### src/verilog/lpm_pkg.sv
/*
 * Constants, types and register map of the low-power mode sequencer.
 * Assumes a 100 MHz system clock and a classic Wishbone master on the register side.
 */
// What this block does
// - Wait with sleep enable set enters Sleep; CPU and peripheral bus clocks stop.
// - Fail-safe clock monitor is off for the whole Sleep period.
// - Brown-out detection stays enabled in Sleep and can still reset the device.
// - Sleep entry never clears the watchdog count.
// - Enabled sleep-capable interrupt above CPU priority wakes the device.
// - Any device reset and a watchdog time-out wake the device from Sleep.
// - Waking interrupt at or below CPU priority restarts bus clock, CPU halted (Idle).
// - Sleep enable changes only after the unlock sequence; other writes are blocked.
// - Regulator standby bit set puts regulator in standby during Sleep unless Retention Sleep is chosen, longer wake.
// - Everything that runs in Sleep also runs in Standby Sleep.
// - Retention Sleep when retention cfg bit clear and retention enable set.
// - Retention Sleep keeps only first timer, watchdog, calendar and reference clock.
// - External reset pin waking from Retention Sleep gives a power-on reset.
// - Sleep keeps pin change, watchdog, converter, serial and low-power clocked units.
// - Output pins keep driving their levels during Sleep.
// - Wake-up to Run inserts a delay set by the selected oscillator and regulator depth before execution; wake to Idle has no delay.
// - Wait with sleep enable clear enters Idle; CPU halts, peripheral clocks keep running.
// - In Idle, peripherals with stop-in-idle set halt, the others keep running.
package lpm_pkg;

    localparam int CLK_PERIOD_NS = 10;

    // Register byte offsets
    localparam logic [4:0] ADR_OSC_CTRL  = 5'h00;
    localparam logic [4:0] ADR_PWR_CTRL  = 5'h04;
    localparam logic [4:0] ADR_UNLOCK    = 5'h08;
    localparam logic [4:0] ADR_IDLE_STOP = 5'h0c;
    localparam logic [4:0] ADR_STATUS    = 5'h10;

    // Field positions
    localparam int SLEEP_EN_POS  = 4;
    localparam int VREG_STBY_POS = 0;
    localparam int RET_EN_POS    = 1;
    localparam int RET_CFG_POS   = 2;

    // Unlock and watchdog-clear keys
    localparam logic [31:0] UNLOCK_KEY1  = 32'h0f0f_a5a5;
    localparam logic [31:0] UNLOCK_KEY2  = 32'h5a5a_f0f0;
    localparam logic [31:0] WDT_CLR_KEY  = 32'h0000_c1ea;

    // Reset values
    localparam logic [9:0] IDLE_STOP_RST = 10'h000;

    // Peripheral slots: 0 first timer, 1 watchdog, 2 calendar, 3 reference clock,
    // 4 pin change, 5 converter, 6 serial port, 7 external/low-power clocked, 8-9 others
    localparam int NPERIPH = 10;
    localparam logic [9:0] SLEEP_RUN_MASK = 10'h0ff;
    localparam logic [9:0] RET_RUN_MASK   = 10'h00f;

    // Wake-up times and their cycle counts (least times, rounded up)
    localparam int WAKE_OSC0_NS  = 20;
    localparam int WAKE_OSC1_NS  = 100;
    localparam int WAKE_OSC2_NS  = 500;
    localparam int WAKE_OSC3_NS  = 1000;
    localparam int WAKE_STBY_NS  = 2000;
    localparam int WAKE_RET_NS   = 10000;
    localparam logic [15:0] WAKE_OSC0_CYC = 16'((WAKE_OSC0_NS + CLK_PERIOD_NS - 1) / CLK_PERIOD_NS);
    localparam logic [15:0] WAKE_OSC1_CYC = 16'((WAKE_OSC1_NS + CLK_PERIOD_NS - 1) / CLK_PERIOD_NS);
    localparam logic [15:0] WAKE_OSC2_CYC = 16'((WAKE_OSC2_NS + CLK_PERIOD_NS - 1) / CLK_PERIOD_NS);
    localparam logic [15:0] WAKE_OSC3_CYC = 16'((WAKE_OSC3_NS + CLK_PERIOD_NS - 1) / CLK_PERIOD_NS);
    localparam logic [15:0] WAKE_STBY_CYC = 16'((WAKE_STBY_NS + CLK_PERIOD_NS - 1) / CLK_PERIOD_NS);
    localparam logic [15:0] WAKE_RET_CYC  = 16'((WAKE_RET_NS + CLK_PERIOD_NS - 1) / CLK_PERIOD_NS);

    typedef enum {ST_RUN, ST_IDLE, ST_SLEEP, ST_WAKE} lpm_state_type;
    typedef enum {SK_SLEEP, SK_STANDBY, SK_RETENTION} lpm_kind_type;

    typedef struct packed {
        logic [4:0]  adr;
        logic [31:0] dat;
        logic [3:0]  sel;
        logic        we;
    } lpm_wb_req_type;

    typedef struct packed {
        logic cpu_halt;
        logic cpu_clk_en;
        logic pb_clk_en;
        logic clk_monitor_en;
        logic bor_en;
        logic vreg_standby;
        logic ret_reg_en;
        logic pins_drive;
    } lpm_pwr_type;

endpackage
### src/verilog/lpm_ctrl.sv
/*
 * Low-power mode sequencer: Idle, Sleep, Standby Sleep and Retention Sleep,
 * wake-up decision and delay, clock and peripheral gating, lock-protected sleep enable bit.
 * Assumes a classic Wishbone master, a one-cycle wait pulse from the CPU and
 * interrupt requests already filtered by their enable bits.
 */
// Decided for this implementation: the Wishbone slave port and the placing of the registers.
`timescale 1ns/1ps
module lpm_ctrl
    import lpm_pkg::*;
(
    // Clock, reset, enable
    input  wire logic                 clk_i,
    input  wire logic                 rst_i,
    input  wire logic                 ce_i,
    // Register bus
    input  wire logic                 wb_cyc_i,
    input  wire logic                 wb_stb_i,
    input  wire lpm_wb_req_type       wb_req_i,
    output logic [31:0]               wb_dat_o,
    output logic                      wb_ack_o,
    // CPU side
    input  wire logic                 wait_exec_i,
    input  wire logic [2:0]           cpu_prio_i,
    input  wire logic                 irq_req_i,
    input  wire logic [2:0]           irq_prio_i,
    input  wire logic                 irq_sleep_src_i,
    input  wire logic                 irq_ret_src_i,
    input  wire logic [1:0]           osc_sel_i,
    // Reset and watchdog events
    input  wire logic                 wdt_timeout_i,
    input  wire logic                 sw_reset_i,
    input  wire logic                 brownout_i,
    input  wire logic                 external_reset_pin_n_i,
    input  wire logic                 retention_regulator_cfg_i,
    // Power, clock and peripheral control
    output lpm_pwr_type               pwr_o,
    output logic [NPERIPH-1:0]        periph_run_o,
    output logic                      wdt_clear_o,
    output logic                      dev_reset_req_o,
    output logic                      por_req_o
);

    lpm_state_type        state_reg;
    lpm_state_type        state_next;
    lpm_kind_type         kind_reg;
    lpm_kind_type         kind_next;
    logic                 sleep_enable_bit_reg;
    logic                 regulator_standby_bit_reg;
    logic                 retention_enable_bit_reg;
    logic [NPERIPH-1:0]   stop_in_idle_reg;
    logic [1:0]           unlock_stage_reg;
    logic                 ret_cfg_reg;
    logic [2:0]           cfg_valid_reg;
    logic [15:0]          wake_cnt_reg;
    logic [15:0]          wake_load;
    logic [1:0]           bor_sync_reg;
    logic [1:0]           xrst_sync_reg;
    logic [1:0]           cfg_sync_reg;
    logic                 wb_ack_reg;
    logic [31:0]          wb_dat_reg;
    logic                 wdt_clear_reg;
    logic                 dev_reset_reg;
    logic                 por_reg;
    logic                 bus_req;
    logic                 bus_wr;
    logic                 unlocked;
    logic                 reset_evt;
    logic                 xrst_evt;
    logic                 irq_wake_src;
    logic                 irq_above;

    assign unlocked  = (unlock_stage_reg == 2'd2);
    assign bus_req   = wb_cyc_i & wb_stb_i;
    // Writes land on the edge where the master sees ack, never earlier
    assign bus_wr    = bus_req & wb_ack_reg & wb_req_i.we;
    assign xrst_evt  = xrst_sync_reg[1];
    assign reset_evt = bor_sync_reg[1] | xrst_evt | sw_reset_i;
    assign irq_above = (irq_prio_i > cpu_prio_i);
    assign irq_wake_src = irq_req_i &
        ((kind_reg == SK_RETENTION) ? irq_ret_src_i : irq_sleep_src_i);

    // Pin synchronisers
    always_ff @(posedge clk_i) begin
        if (rst_i) begin
            bor_sync_reg  <= 2'b00;
            xrst_sync_reg <= 2'b00;
            cfg_sync_reg  <= 2'b11;
        end else if (ce_i) begin
            bor_sync_reg  <= {bor_sync_reg[0], brownout_i};
            xrst_sync_reg <= {xrst_sync_reg[0], ~external_reset_pin_n_i};
            cfg_sync_reg  <= {cfg_sync_reg[0], retention_regulator_cfg_i};
        end
    end

    // Config bit is held only once the synchroniser has refilled from the pin
    always_ff @(posedge clk_i) begin
        if (rst_i) begin
            ret_cfg_reg   <= 1'b1;
            cfg_valid_reg <= 3'b000;
        end else if (ce_i && !cfg_valid_reg[2]) begin
            ret_cfg_reg   <= cfg_sync_reg[1];
            cfg_valid_reg <= {cfg_valid_reg[1:0], 1'b1};
        end
    end

    // Bus acknowledge: one cycle after the request, dropped the cycle after
    always_ff @(posedge clk_i) begin
        if (rst_i) begin
            wb_ack_reg <= 1'b0;
        end else if (ce_i) begin
            wb_ack_reg <= bus_req & ~wb_ack_reg;
        end
    end

    // Read data; unmapped offsets read as zero and ignore writes
    always_ff @(posedge clk_i) begin
        if (rst_i) begin
            wb_dat_reg <= 32'h0000_0000;
        end else if (ce_i && bus_req && !wb_ack_reg) begin
            wb_dat_reg <= 32'h0000_0000;
            unique case (wb_req_i.adr)
                ADR_OSC_CTRL: begin
                    wb_dat_reg[SLEEP_EN_POS] <= sleep_enable_bit_reg;
                end
                ADR_PWR_CTRL: begin
                    wb_dat_reg[VREG_STBY_POS] <= regulator_standby_bit_reg;
                    wb_dat_reg[RET_EN_POS]    <= retention_enable_bit_reg;
                end
                ADR_UNLOCK: begin
                    wb_dat_reg[1:0] <= unlock_stage_reg;
                end
                ADR_IDLE_STOP: begin
                    wb_dat_reg[NPERIPH-1:0] <= stop_in_idle_reg;
                end
                ADR_STATUS: begin
                    wb_dat_reg[1:0]         <= 2'(state_reg);
                    wb_dat_reg[3:2]         <= 2'(kind_reg);
                    wb_dat_reg[4]           <= ret_cfg_reg;
                    wb_dat_reg[5]           <= unlocked;
                end
                default: begin
                    wb_dat_reg <= 32'h0000_0000;
                end
            endcase
        end
    end

    // Unlock sequence: two keys in a row open one protected write
    always_ff @(posedge clk_i) begin
        if (rst_i) begin
            unlock_stage_reg <= 2'd0;
        end else if (ce_i && bus_wr) begin
            if (wb_req_i.adr == ADR_UNLOCK) begin
                if (wb_req_i.dat == UNLOCK_KEY1) begin
                    unlock_stage_reg <= 2'd1;
                end else if (wb_req_i.dat == UNLOCK_KEY2 && unlock_stage_reg == 2'd1) begin
                    unlock_stage_reg <= 2'd2;
                end else begin
                    unlock_stage_reg <= 2'd0;
                end
            end else if (wb_req_i.adr == ADR_OSC_CTRL) begin
                unlock_stage_reg <= 2'd0;
            end
        end
    end

    // Sleep enable: only a write while unlocked changes it; wake leaves it alone
    always_ff @(posedge clk_i) begin
        if (rst_i) begin
            sleep_enable_bit_reg <= 1'b0;
        end else if (ce_i && bus_wr && wb_req_i.adr == ADR_OSC_CTRL && unlocked) begin
            sleep_enable_bit_reg <= wb_req_i.dat[SLEEP_EN_POS];
        end
    end

    // Power control and stop-in-idle bits
    always_ff @(posedge clk_i) begin
        if (rst_i) begin
            regulator_standby_bit_reg <= 1'b0;
            retention_enable_bit_reg  <= 1'b0;
            stop_in_idle_reg          <= IDLE_STOP_RST;
        end else if (ce_i && bus_wr) begin
            if (wb_req_i.adr == ADR_PWR_CTRL) begin
                regulator_standby_bit_reg <= wb_req_i.dat[VREG_STBY_POS];
                retention_enable_bit_reg  <= wb_req_i.dat[RET_EN_POS];
            end
            if (wb_req_i.adr == ADR_IDLE_STOP) begin
                stop_in_idle_reg <= wb_req_i.dat[NPERIPH-1:0];
            end
        end
    end

    // Watchdog clear only by software key; sleep entry never pulses it
    always_ff @(posedge clk_i) begin
        if (rst_i) begin
            wdt_clear_reg <= 1'b0;
        end else if (ce_i) begin
            wdt_clear_reg <= bus_wr && wb_req_i.adr == ADR_UNLOCK &&
                             wb_req_i.dat == WDT_CLR_KEY;
        end
    end

    // Reset requests; brown-out is honoured in every state
    always_ff @(posedge clk_i) begin
        if (rst_i) begin
            dev_reset_reg <= 1'b0;
            por_reg       <= 1'b0;
        end else if (ce_i) begin
            dev_reset_reg <= reset_evt;
            por_reg       <= xrst_evt && state_reg == ST_SLEEP && kind_reg == SK_RETENTION;
        end
    end

    // Wake delay grows with oscillator choice and regulator depth
    always_comb begin
        unique case (osc_sel_i)
            2'd0: wake_load = WAKE_OSC0_CYC;
            2'd1: wake_load = WAKE_OSC1_CYC;
            2'd2: wake_load = WAKE_OSC2_CYC;
            2'd3: wake_load = WAKE_OSC3_CYC;
        endcase
        if (kind_reg == SK_STANDBY) begin
            wake_load = wake_load + WAKE_STBY_CYC;
        end else if (kind_reg == SK_RETENTION) begin
            wake_load = wake_load + WAKE_RET_CYC;
        end
    end

    // Mode sequencer
    always_comb begin
        state_next = state_reg;
        kind_next  = kind_reg;
        unique case (state_reg)
            ST_RUN: begin
                if (wait_exec_i) begin
                    if (sleep_enable_bit_reg) begin
                        state_next = ST_SLEEP;
                        if (retention_enable_bit_reg && !ret_cfg_reg) begin
                            kind_next = SK_RETENTION;
                        end else if (regulator_standby_bit_reg) begin
                            kind_next = SK_STANDBY;
                        end else begin
                            kind_next = SK_SLEEP;
                        end
                    end else begin
                        state_next = ST_IDLE;
                    end
                end
            end
            ST_SLEEP: begin
                if (reset_evt || wdt_timeout_i) begin
                    state_next = ST_WAKE;
                end else if (irq_wake_src) begin
                    state_next = irq_above ? ST_WAKE : ST_IDLE;
                end
            end
            ST_IDLE: begin
                if (reset_evt || wdt_timeout_i || (irq_req_i && irq_above)) begin
                    state_next = ST_RUN;
                end
            end
            ST_WAKE: begin
                if (wake_cnt_reg <= 16'd1) begin
                    state_next = ST_RUN;
                end
            end
        endcase
    end

    always_ff @(posedge clk_i) begin
        if (rst_i) begin
            state_reg <= ST_RUN;
            kind_reg  <= SK_SLEEP;
        end else if (ce_i) begin
            state_reg <= state_next;
            kind_reg  <= kind_next;
        end
    end

    always_ff @(posedge clk_i) begin
        if (rst_i) begin
            wake_cnt_reg <= 16'd0;
        end else if (ce_i) begin
            if (state_reg == ST_SLEEP && state_next == ST_WAKE) begin
                wake_cnt_reg <= wake_load;
            end else if (state_reg == ST_WAKE) begin
                wake_cnt_reg <= wake_cnt_reg - 16'd1;
            end
        end
    end

    // Clock and regulator controls
    always_comb begin
        pwr_o              = '0;
        pwr_o.cpu_halt     = (state_reg != ST_RUN);
        pwr_o.cpu_clk_en   = (state_reg == ST_RUN);
        pwr_o.pb_clk_en    = (state_reg == ST_RUN) || (state_reg == ST_IDLE);
        // Monitor would flag stopped clocks as a failure, so it rests in sleep
        pwr_o.clk_monitor_en = (state_reg == ST_RUN) || (state_reg == ST_IDLE);
        pwr_o.bor_en       = 1'b1;
        pwr_o.vreg_standby = (state_reg == ST_SLEEP) && (kind_reg == SK_STANDBY);
        pwr_o.ret_reg_en   = (state_reg == ST_SLEEP) && (kind_reg == SK_RETENTION);
        pwr_o.pins_drive   = 1'b1;
    end

    // Peripheral run enables per mode
    always_comb begin
        unique case (state_reg)
            ST_RUN:  periph_run_o = '1;
            ST_IDLE: periph_run_o = ~stop_in_idle_reg;
            default: begin
                periph_run_o = (kind_reg == SK_RETENTION) ? RET_RUN_MASK
                                                          : SLEEP_RUN_MASK;
            end
        endcase
    end

    assign wb_ack_o        = wb_ack_reg;
    assign wb_dat_o        = wb_dat_reg;
    assign wdt_clear_o     = wdt_clear_reg;
    assign dev_reset_req_o = dev_reset_reg;
    assign por_req_o       = por_reg;
endmodule

### config.mk
export PLATFORM = sky130hd
export DESIGN_NAME = lpm_ctrl
export DESIGN_NICKNAME = d
export VERILOG_FILES = /design/src/verilog/lpm_pkg.sv /design/src/verilog/lpm_ctrl.sv
export SDC_FILE = /design/constraint.sdc
export NUM_CORES = 1
export LEC_CHECK = 0
export ABC_CLOCK_PERIOD_IN_PS = 2200
export BUFFER_PORTS_ARGS = -buffer_cell sky130_fd_sc_hd__buf_2
export CORE_AREA = 2 2 103 155
export CTS_CLUSTER_SIZE = 24
export DETAILED_ROUTE_END_ITERATION = 10
export DIE_AREA = 0 0 105 157
export PLACE_DENSITY_LB_ADDON = 0.1
export SETUP_SLACK_MARGIN = 0.05
export SLEW_MARGIN = 20
export SYNTH_ARGS = -nofsm -noshare
export SYNTH_HDL_FRONTEND = slang
export SYNTH_SLANG_ARGS = --single-unit
### constraint.sdc
create_clock -name clk_i -period 2.2 [get_ports clk_i]
set_input_delay 0.11 -clock clk_i [delete_from_list [all_inputs] [get_ports clk_i]]
set_output_delay 0.11 -clock clk_i [all_outputs]
set_load 0.02 [all_outputs]
Word-level counts from Yosys, hierarchy flattened:

Cells that the tools add are included.

* $add $sub $neg: 3
* multiply operators: 0
* divide/modulo/power cells: 0
* magnitude comparators: 2
* equal/unequal tests: 21
* shifts and indexed selects: 0
* muxes and demuxes: 27
* bitwise logic cells: 10
* reductions and logical operators: 34

Operator list (count)
* 2-to-1 mux 32 bit: 5
* equality test 32 x 2 -> 1 bit, second input constant: 4
* equality test 32 x 3 -> 1 bit, second input constant: 4
* case mux 32 bit (4 select lines): 1
* zero test 32 bit: 2
* 2-to-1 mux 16 bit: 4
* case mux 16 bit (4 select lines): 1
* equality test 32 x 1 -> 1 bit, second input constant: 1
* equality test 32 x 16 -> 1 bit, second input constant: 1
* equality test 32 x 28 -> 1 bit, second input constant: 1
* equality test 32 x 31 -> 1 bit, second input constant: 1
* nonzero test 32 bit: 1
* case mux 10 bit (2 select lines): 1
* adder 16 x 10 -> 16 bit, second input constant: 1
* adder 16 x 8 -> 16 bit, second input constant: 1
* less-or-equal comparator 16 x 1 -> 1 bit, second input constant: 1
* logical AND 1 bit: 16
* subtractor 16 x 1 -> 16 bit, second input constant: 1
* 2-to-1 mux 2 bit: 7
* equality test 5 x 4 -> 1 bit, second input constant: 2
* inverter 10 bit: 1
* 2-to-1 mux 8 bit: 1
* case mux 2 bit (4 select lines): 1
* AND reduction 2 bit: 4
* 19 further kinds: 34

* flip-flop bits (word level): 119
* latch bits: 0
* memory bits (writable): 0
* bits in read-only memories: 0
* output and inout bits: 54
* memories: 0

Logic depth before layout (Yosys ltp):

Gate-level depths: netlist (run 1).

* depth in word-level cells: 10
* depth in mapped cells: 11
* mapped depth without buffers: 9

Worst setup path after synthesis (run 1):

Ideal clock, no wire load.

* path type: flip-flop to flip-flop
* from: register state_reg[25]
* to: register wake_cnt_reg[7]
* setup time: 0.092 ns
* arrival: 1.870 ns
* setup slack: 0.238 ns
* cell stages (with the launch flop): 8
* buffers on the path: 1
* path through: dfxtp_1 > nor4_2 > nand4_2 > nor3_2 > o211ai_2 > or2_0 > buf_2 > o32ai_1

* cells in the longest elaborated chain, start to end: 7
* elaborated cells on any way between the ends: 17

RTL lines
* from (decl): line lpm_ctrl.sv:44 `lpm_state_type state_reg;`
* from (signal assigned): line lpm_ctrl.sv:276 `state_reg <= state_next;`
* branches (longest 7 deep; another with equality test 32 x 2 -> 1 bit)
* to (signal assigned): line lpm_ctrl.sv:286 `wake_cnt_reg <= wake_load;`
* to (signal assigned): line lpm_ctrl.sv:288 `wake_cnt_reg <= wake_cnt_reg - 16'd1;`
* to (decl): line lpm_ctrl.sv:55 `logic [15:0] wake_cnt_reg;`

Parallel ways; which one is timed is not known.
A chain may end at the register's enable or synchronous reset.

Worst setup path in the final report (run 1):

* from: register state_reg[30]
* to: output port periph_run_o[5]

* cells in the longest elaborated chain, start to end: 2
* elaborated cells on any way between the ends: 3

RTL lines
* equality test 32 x 1 -> 1 bit or zero test 32 bit (tied branches): line lpm_ctrl.sv:309 `unique case (state_reg)`
* case mux 10 bit (2 select lines) *: line lpm_ctrl.sv:309
* to (decl): line lpm_ctrl.sv:38 `output logic [NPERIPH-1:0] periph_run_o,`

Mark *: on every way between the ends. The rest lies on a longest branch, timed or not.

==> flow_results.org, run 1 <==
** Yosys
- During synthesis, Yosys emitted a total of 0 warnings.
- Count of flip-flops with a built-in enable after synthesis :: 0
- Counting flops with an async set or reset pin after synthesis yields a share of 0%.
- Synthesis produced a netlist whose cell count is 526.
- Register bit total from synthesis :: between 80 and 90
- For this run, the leading register cell type out of synthesis is sky130_fd_sc_hd__dfxtp_1.
- The cell area that synthesis handed to floorplanning was 0.00449 sq mm.
- Mean cell area of the mapped netlist :: roughly 8.5 sq um
- Dominant cell type by area after synthesis :: sky130_fd_sc_hd__dfxtp_1
- Synth area leaders :: sky130_fd_sc_hd__dfxtp_1, sky130_fd_sc_hd__mux2i_1, sky130_fd_sc_hd__nor2_1
- Sequential elements use 39.7% of the synthesized area.
- The synthesized netlist contains between 60 and 70 unique library cells.
- Proportion of netlist area held by the largest area contributor :: between 30% and 40%

** Setup path
- Crit path cell chain :: nor4_4 > nand4_2 > buf_6 > nor2_4 > nand2_2 > nor2_2 > buf_6 > a21boi_1 > buf_4
- The worst setup path is captured at an output port.
- Data on the critical path is required at its endpoint by ~2100 ps.
- Worst setup path category :: reg -> out
- The slowest stage of the critical path belongs to the cell sky130_fd_sc_hd__dfxtp_2.
- The worst setup path is launched from a register.
- Peak per-stage delay on the critical path :: 330 ps
- Largest fanout of any net on the critical path :: 8
- Cell with the most instances on the worst path :: sky130_fd_sc_hd__buf_6
- Data arrival time of the critical path :: 1980 ps

** Final layout
- In the layout the commonest cells are sky130_fd_sc_hd__dfxtp_1, sky130_fd_sc_hd__buf_2, sky130_fd_sc_hd__nor2_1, sky130_fd_sc_hd__nand2_1, sky130_fd_sc_hd__and2_1.
- Commonest non-fill, non-tap cell in the layout :: sky130_fd_sc_hd__dfxtp_1
- Number of antenna diodes :: 0
- Of the cells placed in the final design, the portion with a size suffix greater than 1 is about 28%.
- Flip-flop count of the largest register, all copies and words added :: 32
- Total Nets Final :: approximately 700
- Synthesis-to-finish area growth :: 28.8%

** Timing
- Across all hold checks on the routed design, the worst slack comes to 18.9 ps.
- Final period util :: between 90% and 100%
- Final Max Slew Viols :: 0
- Final sum of negative setup slack :: 0 ps
- The final count of hold timing violations is 0.
- Final setup violation count :: 0
- Post-route worst setup slack :: approximately 110 ps
- Slew at the pin closest to its max-slew limit :: 535 ps
- Subtracting the final worst setup slack from the clock period gives roughly 2100 ps.
- Derived from the worst setup path, the maximum achievable clock frequency is 477 MHz.
- Worst-case headroom to the max-slew limit :: 64.0%
- Post-route clock skew :: ~10 ps
- Setup repair after global routing could not meet its margin everywhere.

** Route
- For this run, the detailed router's first-pass iteration total came to 5.
- For this block, the routed nets add up to around 13,000 um of wire.
- Using the TritonRoute via totals, the vias-per-cell ratio works out to around 4.8.
- In this run, the number of DRC markers left after iteration 0 of detailed routing was 126.
- Overall via count from detail_route :: 4,013
- Final routed DRC violation total :: 0
- DRT antenna net count :: 0
- After detailed routing, the average wire length per cell comes to roughly 15 um.

** Floorplanning
- Chip width :: between 100 and 150 um
- The floorplan has 55 rows.
- Die footprint :: approximately 0.016 sq mm
- Core area :: about 0.015 sq mm
- Chip height :: 157 um
- Initial Util :: 29.9%
- Boundary Pins :: between 100 and 150

** Global routing
- The via count of the first global-routing pass was about 4k.
- Summed over all layers, the global routing overflow is 0.
- All-layer global routing usage :: approximately 16%
- Maximum number of pins on one net before global-route repair :: 31
- Number of antenna violations at the first check in global routing :: 0
- Wire length of the first global-routing pass :: ~21,000 um

** Clock network
- TritonCTS built the clock tree.
- Counting every sink on the clock net gives 89.
- Master cell of the clock root buffer :: sky130_fd_sc_hd__clkbuf_16
- TritonCTS created 9 clock buffers.
- The clock tree synthesis step divided the H-tree into 3 levels.
- Clock-pin slew was measured on the worst setup and hold paths at 70 ps.
- The clock passes through at most 2 buffers.
- Later-pin clock latency in the skew report :: between 300 and 400 ps

** Power and ir drop
- Peak ir drop on the vdd network :: 0.298 mV
- The analysis attributes to cell leakage a power of 2.61 nW.
- Dividing total power by cell area gives a power density of roughly 600 mW/mm^2.

** Place
- Placed wire-length estimate after detailed placement :: between 9000 and 10,000 um
- Gp weighted congestion :: between 0.8 and 0.9
- Number of buffer cells added on primary ports :: 89
- Before CTS, the worst setup slack after placement is roughly 100 ps.

** Run
- Max Cap Viol :: 0

** Run status
- The flow ran to the end, and the final reports show no timing, DRC or antenna violations.

** Worst hold path
- HP Class :: in -> reg
[critical path: cells and delay by family (launching register included)]
| family | cells | cell delay [ps] |
|---|---|---|
| AOI/OAI and AO/OA | 1 | 80 |
| buffers and inverters | 3 | 490 |
| DFF | 1 | 330 |
| and+or+nand+nor | 5 | 730 |
[cell usage after synthesis, types with 2 or more instances]
library cell               instances
sky130_fd_sc_hd__and3_1            5
sky130_fd_sc_hd__nand2_1          38
sky130_fd_sc_hd__a21boi_0          4
sky130_fd_sc_hd__nand2b_1         10
sky130_fd_sc_hd__nand3_1          10
sky130_fd_sc_hd__a221oi_1          4
sky130_fd_sc_hd__a22oi_1           4
sky130_fd_sc_hd__nor3b_1           3
sky130_fd_sc_hd__o21ai_1           7
sky130_fd_sc_hd__inv_1            22
sky130_fd_sc_hd__nand4_1          13
sky130_fd_sc_hd__nor2b_1          20
sky130_fd_sc_hd__dfxtp_1          89
sky130_fd_sc_hd__and2_1           32
sky130_fd_sc_hd__a21o_1            2
sky130_fd_sc_hd__buf_4            25
sky130_fd_sc_hd__o31ai_1           2
sky130_fd_sc_hd__o32ai_1          11
sky130_fd_sc_hd__a31oi_1           4
sky130_fd_sc_hd__buf_2             4
sky130_fd_sc_hd__buf_1             4
sky130_fd_sc_hd__nor3_1           18
sky130_fd_sc_hd__nor2_1           54
sky130_fd_sc_hd__mux2_2            4
sky130_fd_sc_hd__nor4_1            6
sky130_fd_sc_hd__a211oi_1          3
sky130_fd_sc_hd__a21oi_1          28
sky130_fd_sc_hd__a211o_1           3
sky130_fd_sc_hd__ha_1              9
sky130_fd_sc_hd__o21ai_0           9
sky130_fd_sc_hd__a32oi_1           2
sky130_fd_sc_hd__clkbuf_1         15
sky130_fd_sc_hd__xnor2_1           2
sky130_fd_sc_hd__mux2i_1          24
sky130_fd_sc_hd__or3_1             3
sky130_fd_sc_hd__nor4_2            5
sky130_fd_sc_hd__conb_1            2
sky130_fd_sc_hd__and3b_1           2
[worst paths after layout]
path / startpoint / to / slack, ps / cells after the start
worst max-delay path: state_reg[30] / periph_run_o[5] / 110 / 9
worst min-delay path: wb_req_i[12] / stop_in_idle_reg[7] / 20 / 3
worst max register to register: state_reg[12] / wake_cnt_reg[5] / 180 / 9
worst min register to register: cfg_sync_reg[0] / cfg_sync_reg[1] / 460 / 1
[repair_timing]
action                                  in CTS  in global routing
pin swaps                                    7                  5
buffers inserted                             4                  1
endpoints found under the setup margin      14                 29
gates resized for setup                     22                 40
hold buffers                                 3                  0
endpoints found under the hold margin        3                  0
[report_power, final]
group	switching (W)	internal (W)	total, W
Combinational	0.000199	0.000117	0.000316
Clock	0.000732	0.000800	0.00153
Sequential	0.0000137	0.00163	0.00164
Total	0.000945	0.00254	0.00349
[cell type report]
cell class              instances  area (sq um)
inverters                      22          82.6
well taps                     199           249
multi-input cells             389          2540
clock inverters                 7          72.6
clock buffers                   9           225
repair buffers                125           821
flip-flops and latches         89          1790
fillers                      1597          9220
[through the flow]
step | total power [W] | util [%] | cell area (sq um) | instances
floorplan | 0.00189 | - | 4570 | 548
global placement | 0.00198 | 34.6 | 5200 | 816
detailed placement | 0.00199 | 34.6 | 5200 | 816
CTS | 0.00355 | 37.5 | 5630 | 839
global route | 0.00365 | 38.5 | 5780 | 840
finish | 0.00349 | 38.5 | 5780 | 840
[per-layer routing]
layer	part of all wire, %	vias up	GRT usage, %
li1	-	2009	-
met1	39	1899	16.8
met2	55	95	30.1
met3	4.0	10	3.60
met4	1.7	0	5.65
met5	0	-	0
[cell families (layout without fill, tap and decap cells)]
logic type               Yosys count  in the layout  synth area share (%)
buffers and inverters             70            163                  8.06
multiplexers                      29             29                  6.61
adder cells (fa/ha/maj)            9              9                  2.51
AND/OR/NAND/NOR                  235            235                  29.2
other                              2             24                 0.167
flip-flops                        89             89                  39.7
XOR/XNOR                           2              2                 0.390
AO/OA/AOI/OAI                     90             90                  13.4
(Power assumes the default switching activity.)
==> inputs of run 2 (changes only) <==
==> constraint.sdc (replaced) <==
create_clock -name clk_i -period 2.2 [get_ports clk_i]
set_input_delay 0.44 -clock clk_i [delete_from_list [all_inputs] [get_ports clk_i]]
set_output_delay 0.44 -clock clk_i [all_outputs]
set_load 0.02 [all_outputs]
==> flow_results.org, run 2 (synthesis gave the netlist of run 1 again) <==
** Setup path
- Critical Path Source :: state_reg[25]
- End point of the critical path :: pwr_o[2]
- Worst reg-to-reg setup slack :: 30 ps (-150 ps)
- Data arrival time of the critical path :: 1970 ps (about the same)
- Largest fanout of any net on the critical path :: 3 (-5)
- Cell count of the worst reg-to-reg path :: 11 (+2)
- In this run the critical register-to-register path is captured at wake_cnt_reg[3].
- The setup path with the least slack is of type reg -> out.
- Startpoint of the worst register-to-register path :: state_reg[25]
- The worst setup path is launched from a register.
- The data required time at the worst endpoint was 1760 ps (-330 ps).
- Crit. End Element :: output port

** Clock network
- The deepest level of the CTS H-tree came to 3 (unchanged).
- Quantity of hold-fixing buffers added after cts :: 0 (-3)
- Later-pin clock latency in the skew report :: 340 ps (about the same)
- The clock slew seen by the registers of the worst setup and hold paths was 70 ps (about the same).
- The total CTS buffers is 9 (unchanged).
- Maximum clock insertion buffer count :: 2 (unchanged)
- Master cell of the clock root buffer :: sky130_fd_sc_hd__clkbuf_16
- The TritonCTS sink count is 89 (unchanged).
- TritonCTS built the clock tree.

** Timing
- The highest attainable clock frequency is 416 MHz (-13%).
- RSZ-0062 raised after global routing :: yes
- Post-route clock skew :: 5.96 ps (-4.21 ps)
- The final worst-path cycle share was 109% (+14 points).
- Worst-case headroom to the max-slew limit :: 60.7% (-3.3 points)
- The final count of hold timing violations is 0 (unchanged).
- Final Max Slew Viols :: 0 (unchanged)
- The slew at the pin closest to its max-slew limit is 587 ps (+52.0 ps).
- The final setup violation count is 15 (+15).
- The minimum clock period after layout came to 2410 ps (+311 ps).
- Final sum of negative setup slack :: -2390 ps (-2390 ps)
- The post-route worst setup slack came to -206 ps (-311 ps).

** Route
- Violation count after the first detailed-route iteration :: 139 (+10%)
- The first-pass iteration count of the detailed router was 4 (-1).
- Total detailed-routing wirelength :: 12,500 um (-1.6%)
- DRT antenna net count :: 0 (unchanged)
- Per-cell routed wire length :: 14.7 um (-2.6%)
- The via-per-instance ratio is 4.70 (-1.6%).
- Overall via count from detail_route :: 3,993 (-0.50%)
- Final routed DRC violation total :: 0 (unchanged)

** Worst hold path
- The startpoint identified for the worst hold timing path is external_reset_pin_n_i.
- The worst hold path belongs to the class in -> reg.

** Final layout
- Sequential cell area :: 0.00179 sq mm (about the same)
- The post-route cell area came to 0.00588 sq mm (+1.7%).
- The flip-flop count of the largest register after layout came to 32 (unchanged).
- Commonest non-fill, non-tap cell in the layout :: sky130_fd_sc_hd__dfxtp_1
- Fill cell instance count of the final layout :: 1,562 (-2.2%)
- The layout cell share with drive strength beyond 1 was 30.0% (+1.8 points).
- The area growth from synthesis to layout is 31.0%.
- Number of antenna diodes :: 0 (unchanged)
- The final standard cell count with taps included and fillers excluded is 849 (+1.1%).
- The area occupied by multi-input gates came to 0.00257 sq mm (+0.93%).
- In the layout the commonest cells are sky130_fd_sc_hd__dfxtp_1, sky130_fd_sc_hd__buf_2, sky130_fd_sc_hd__nor2_1, sky130_fd_sc_hd__buf_4, sky130_fd_sc_hd__and2_1.
- The number of nets at the end of the flow came to 718 (+1.3%).

** Run status
- The flow ran to the end, but the final reports show violations.
- Violated checks :: setup timing

** Global routing
- The via count of the first global-routing pass came to 3,997 (-2.3%).
- The global-route usage over all layers is 15.4% (-0.32 points).
- Sum of overflow across all layers after global routing :: 0 (unchanged)
- The pin count of the biggest net entering global routing is 33 (+6.5%).
- Wire length of the first global-routing pass :: 20,100 um (-2.8%)
- Number of antenna violations at the first check in global routing :: 0 (unchanged)

** Place
- The total placed cells including tap cells is 831 (+1.8%).
- The placer's final routability congestion estimate is 0.818 (+0.13%).
- The port buffer count is 89 (unchanged).
- The placed standard-cell area is 0.00533 sq mm (+2.5%).
- Placed wire-length estimate after detailed placement :: 9690 um (-0.47%)

** Floorplanning
- Initial Util :: 29.9% (unchanged)
- Chip width :: 105 um (unchanged)
- The height of the chip was 157 um (unchanged).
- The area enclosed by the die boundary came to 0.0165 sq mm (unchanged).
- Rows :: 55 (unchanged)
- The core area is 0.0150 sq mm (unchanged).
- Boundary Pins :: 118 (unchanged)

** Power and ir drop
- Power density relative to cell area :: 595 mW/mm^2 (-1.5%)
- The overall power was 0.00350 W (+0.23%).
- Static Leakage :: 2.69 nW (+3.1%)
- Peak ir drop on the vdd network :: 0.351 mV (+18%)

** Run
- Max Cap Viol :: 0 (unchanged)
==> run 2: cell type report <==
type                       count  area share (%)
clock buffer                   9            3.83
clock inverter                 7            1.23
inverter                      22            1.40
multi-input combinational    389            43.7
sequential                    89            30.4
tap                          199            4.23
timing repair buffer         134            15.3
==> run 2: worst min path at each step <==
stage | to | depth (start not counted)
3_5_place_dp | state_reg[12] | 1
2_1_floorplan | ret_cfg_reg | 1
5_1_grt | xrst_sync_reg[0] | 2
6_report | xrst_sync_reg[0] | 2
4_1_cts | xrst_sync_reg[0] | 2
3_3_place_gp | wb_dat_o[6] | 2
==> run 2: power breakdown <==
part           internal, W  switching, W
clock             0.000799      0.000719
sequential         0.00163     0.0000176
combinational     0.000129      0.000204
total              0.00256      0.000941
==> run 2: timing repair <==
action | CTS | global route
endpoints found under the setup margin | 17 | 33
pin swaps | 10 | 11
endpoints found under the hold margin | 0 | 0
setup buffers | 1 | 1
resized for setup | 47 | 23
==> run 2: metrics by stage <==
step / hold slack, ps / utilization [%] / setup WS (ps)
floorplan: 427 / - / 11.3
global placement: 441 / 35.5 / -120
detailed placement: 448 / 35.5 / -131
CTS: 270 / 38.5 / -262
global route: 268 / 39.2 / -330
finish: 278 / 39.2 / -206
==> run 2: worst max-delay path: stages, from the launching register on <==
cell and delay (ps):
sky130_fd_sc_hd__dfxtp_2 340, sky130_fd_sc_hd__nor4_4 300, sky130_fd_sc_hd__nand4_2 160, sky130_fd_sc_hd__buf_4 180, sky130_fd_sc_hd__nor4_4 190, sky130_fd_sc_hd__buf_4 160
sky130_fd_sc_hd__and2_1 150, sky130_fd_sc_hd__buf_4 150
==> run 2: per-layer routing <==
metal	vias up	GRT usage, %	routed length (um)
met5	-	0	0
met4	0	5.84	284
met3	15	2.82	509
met2	116	30.6	6930
met1	1830	15.8	4780
li1	2032	-	-
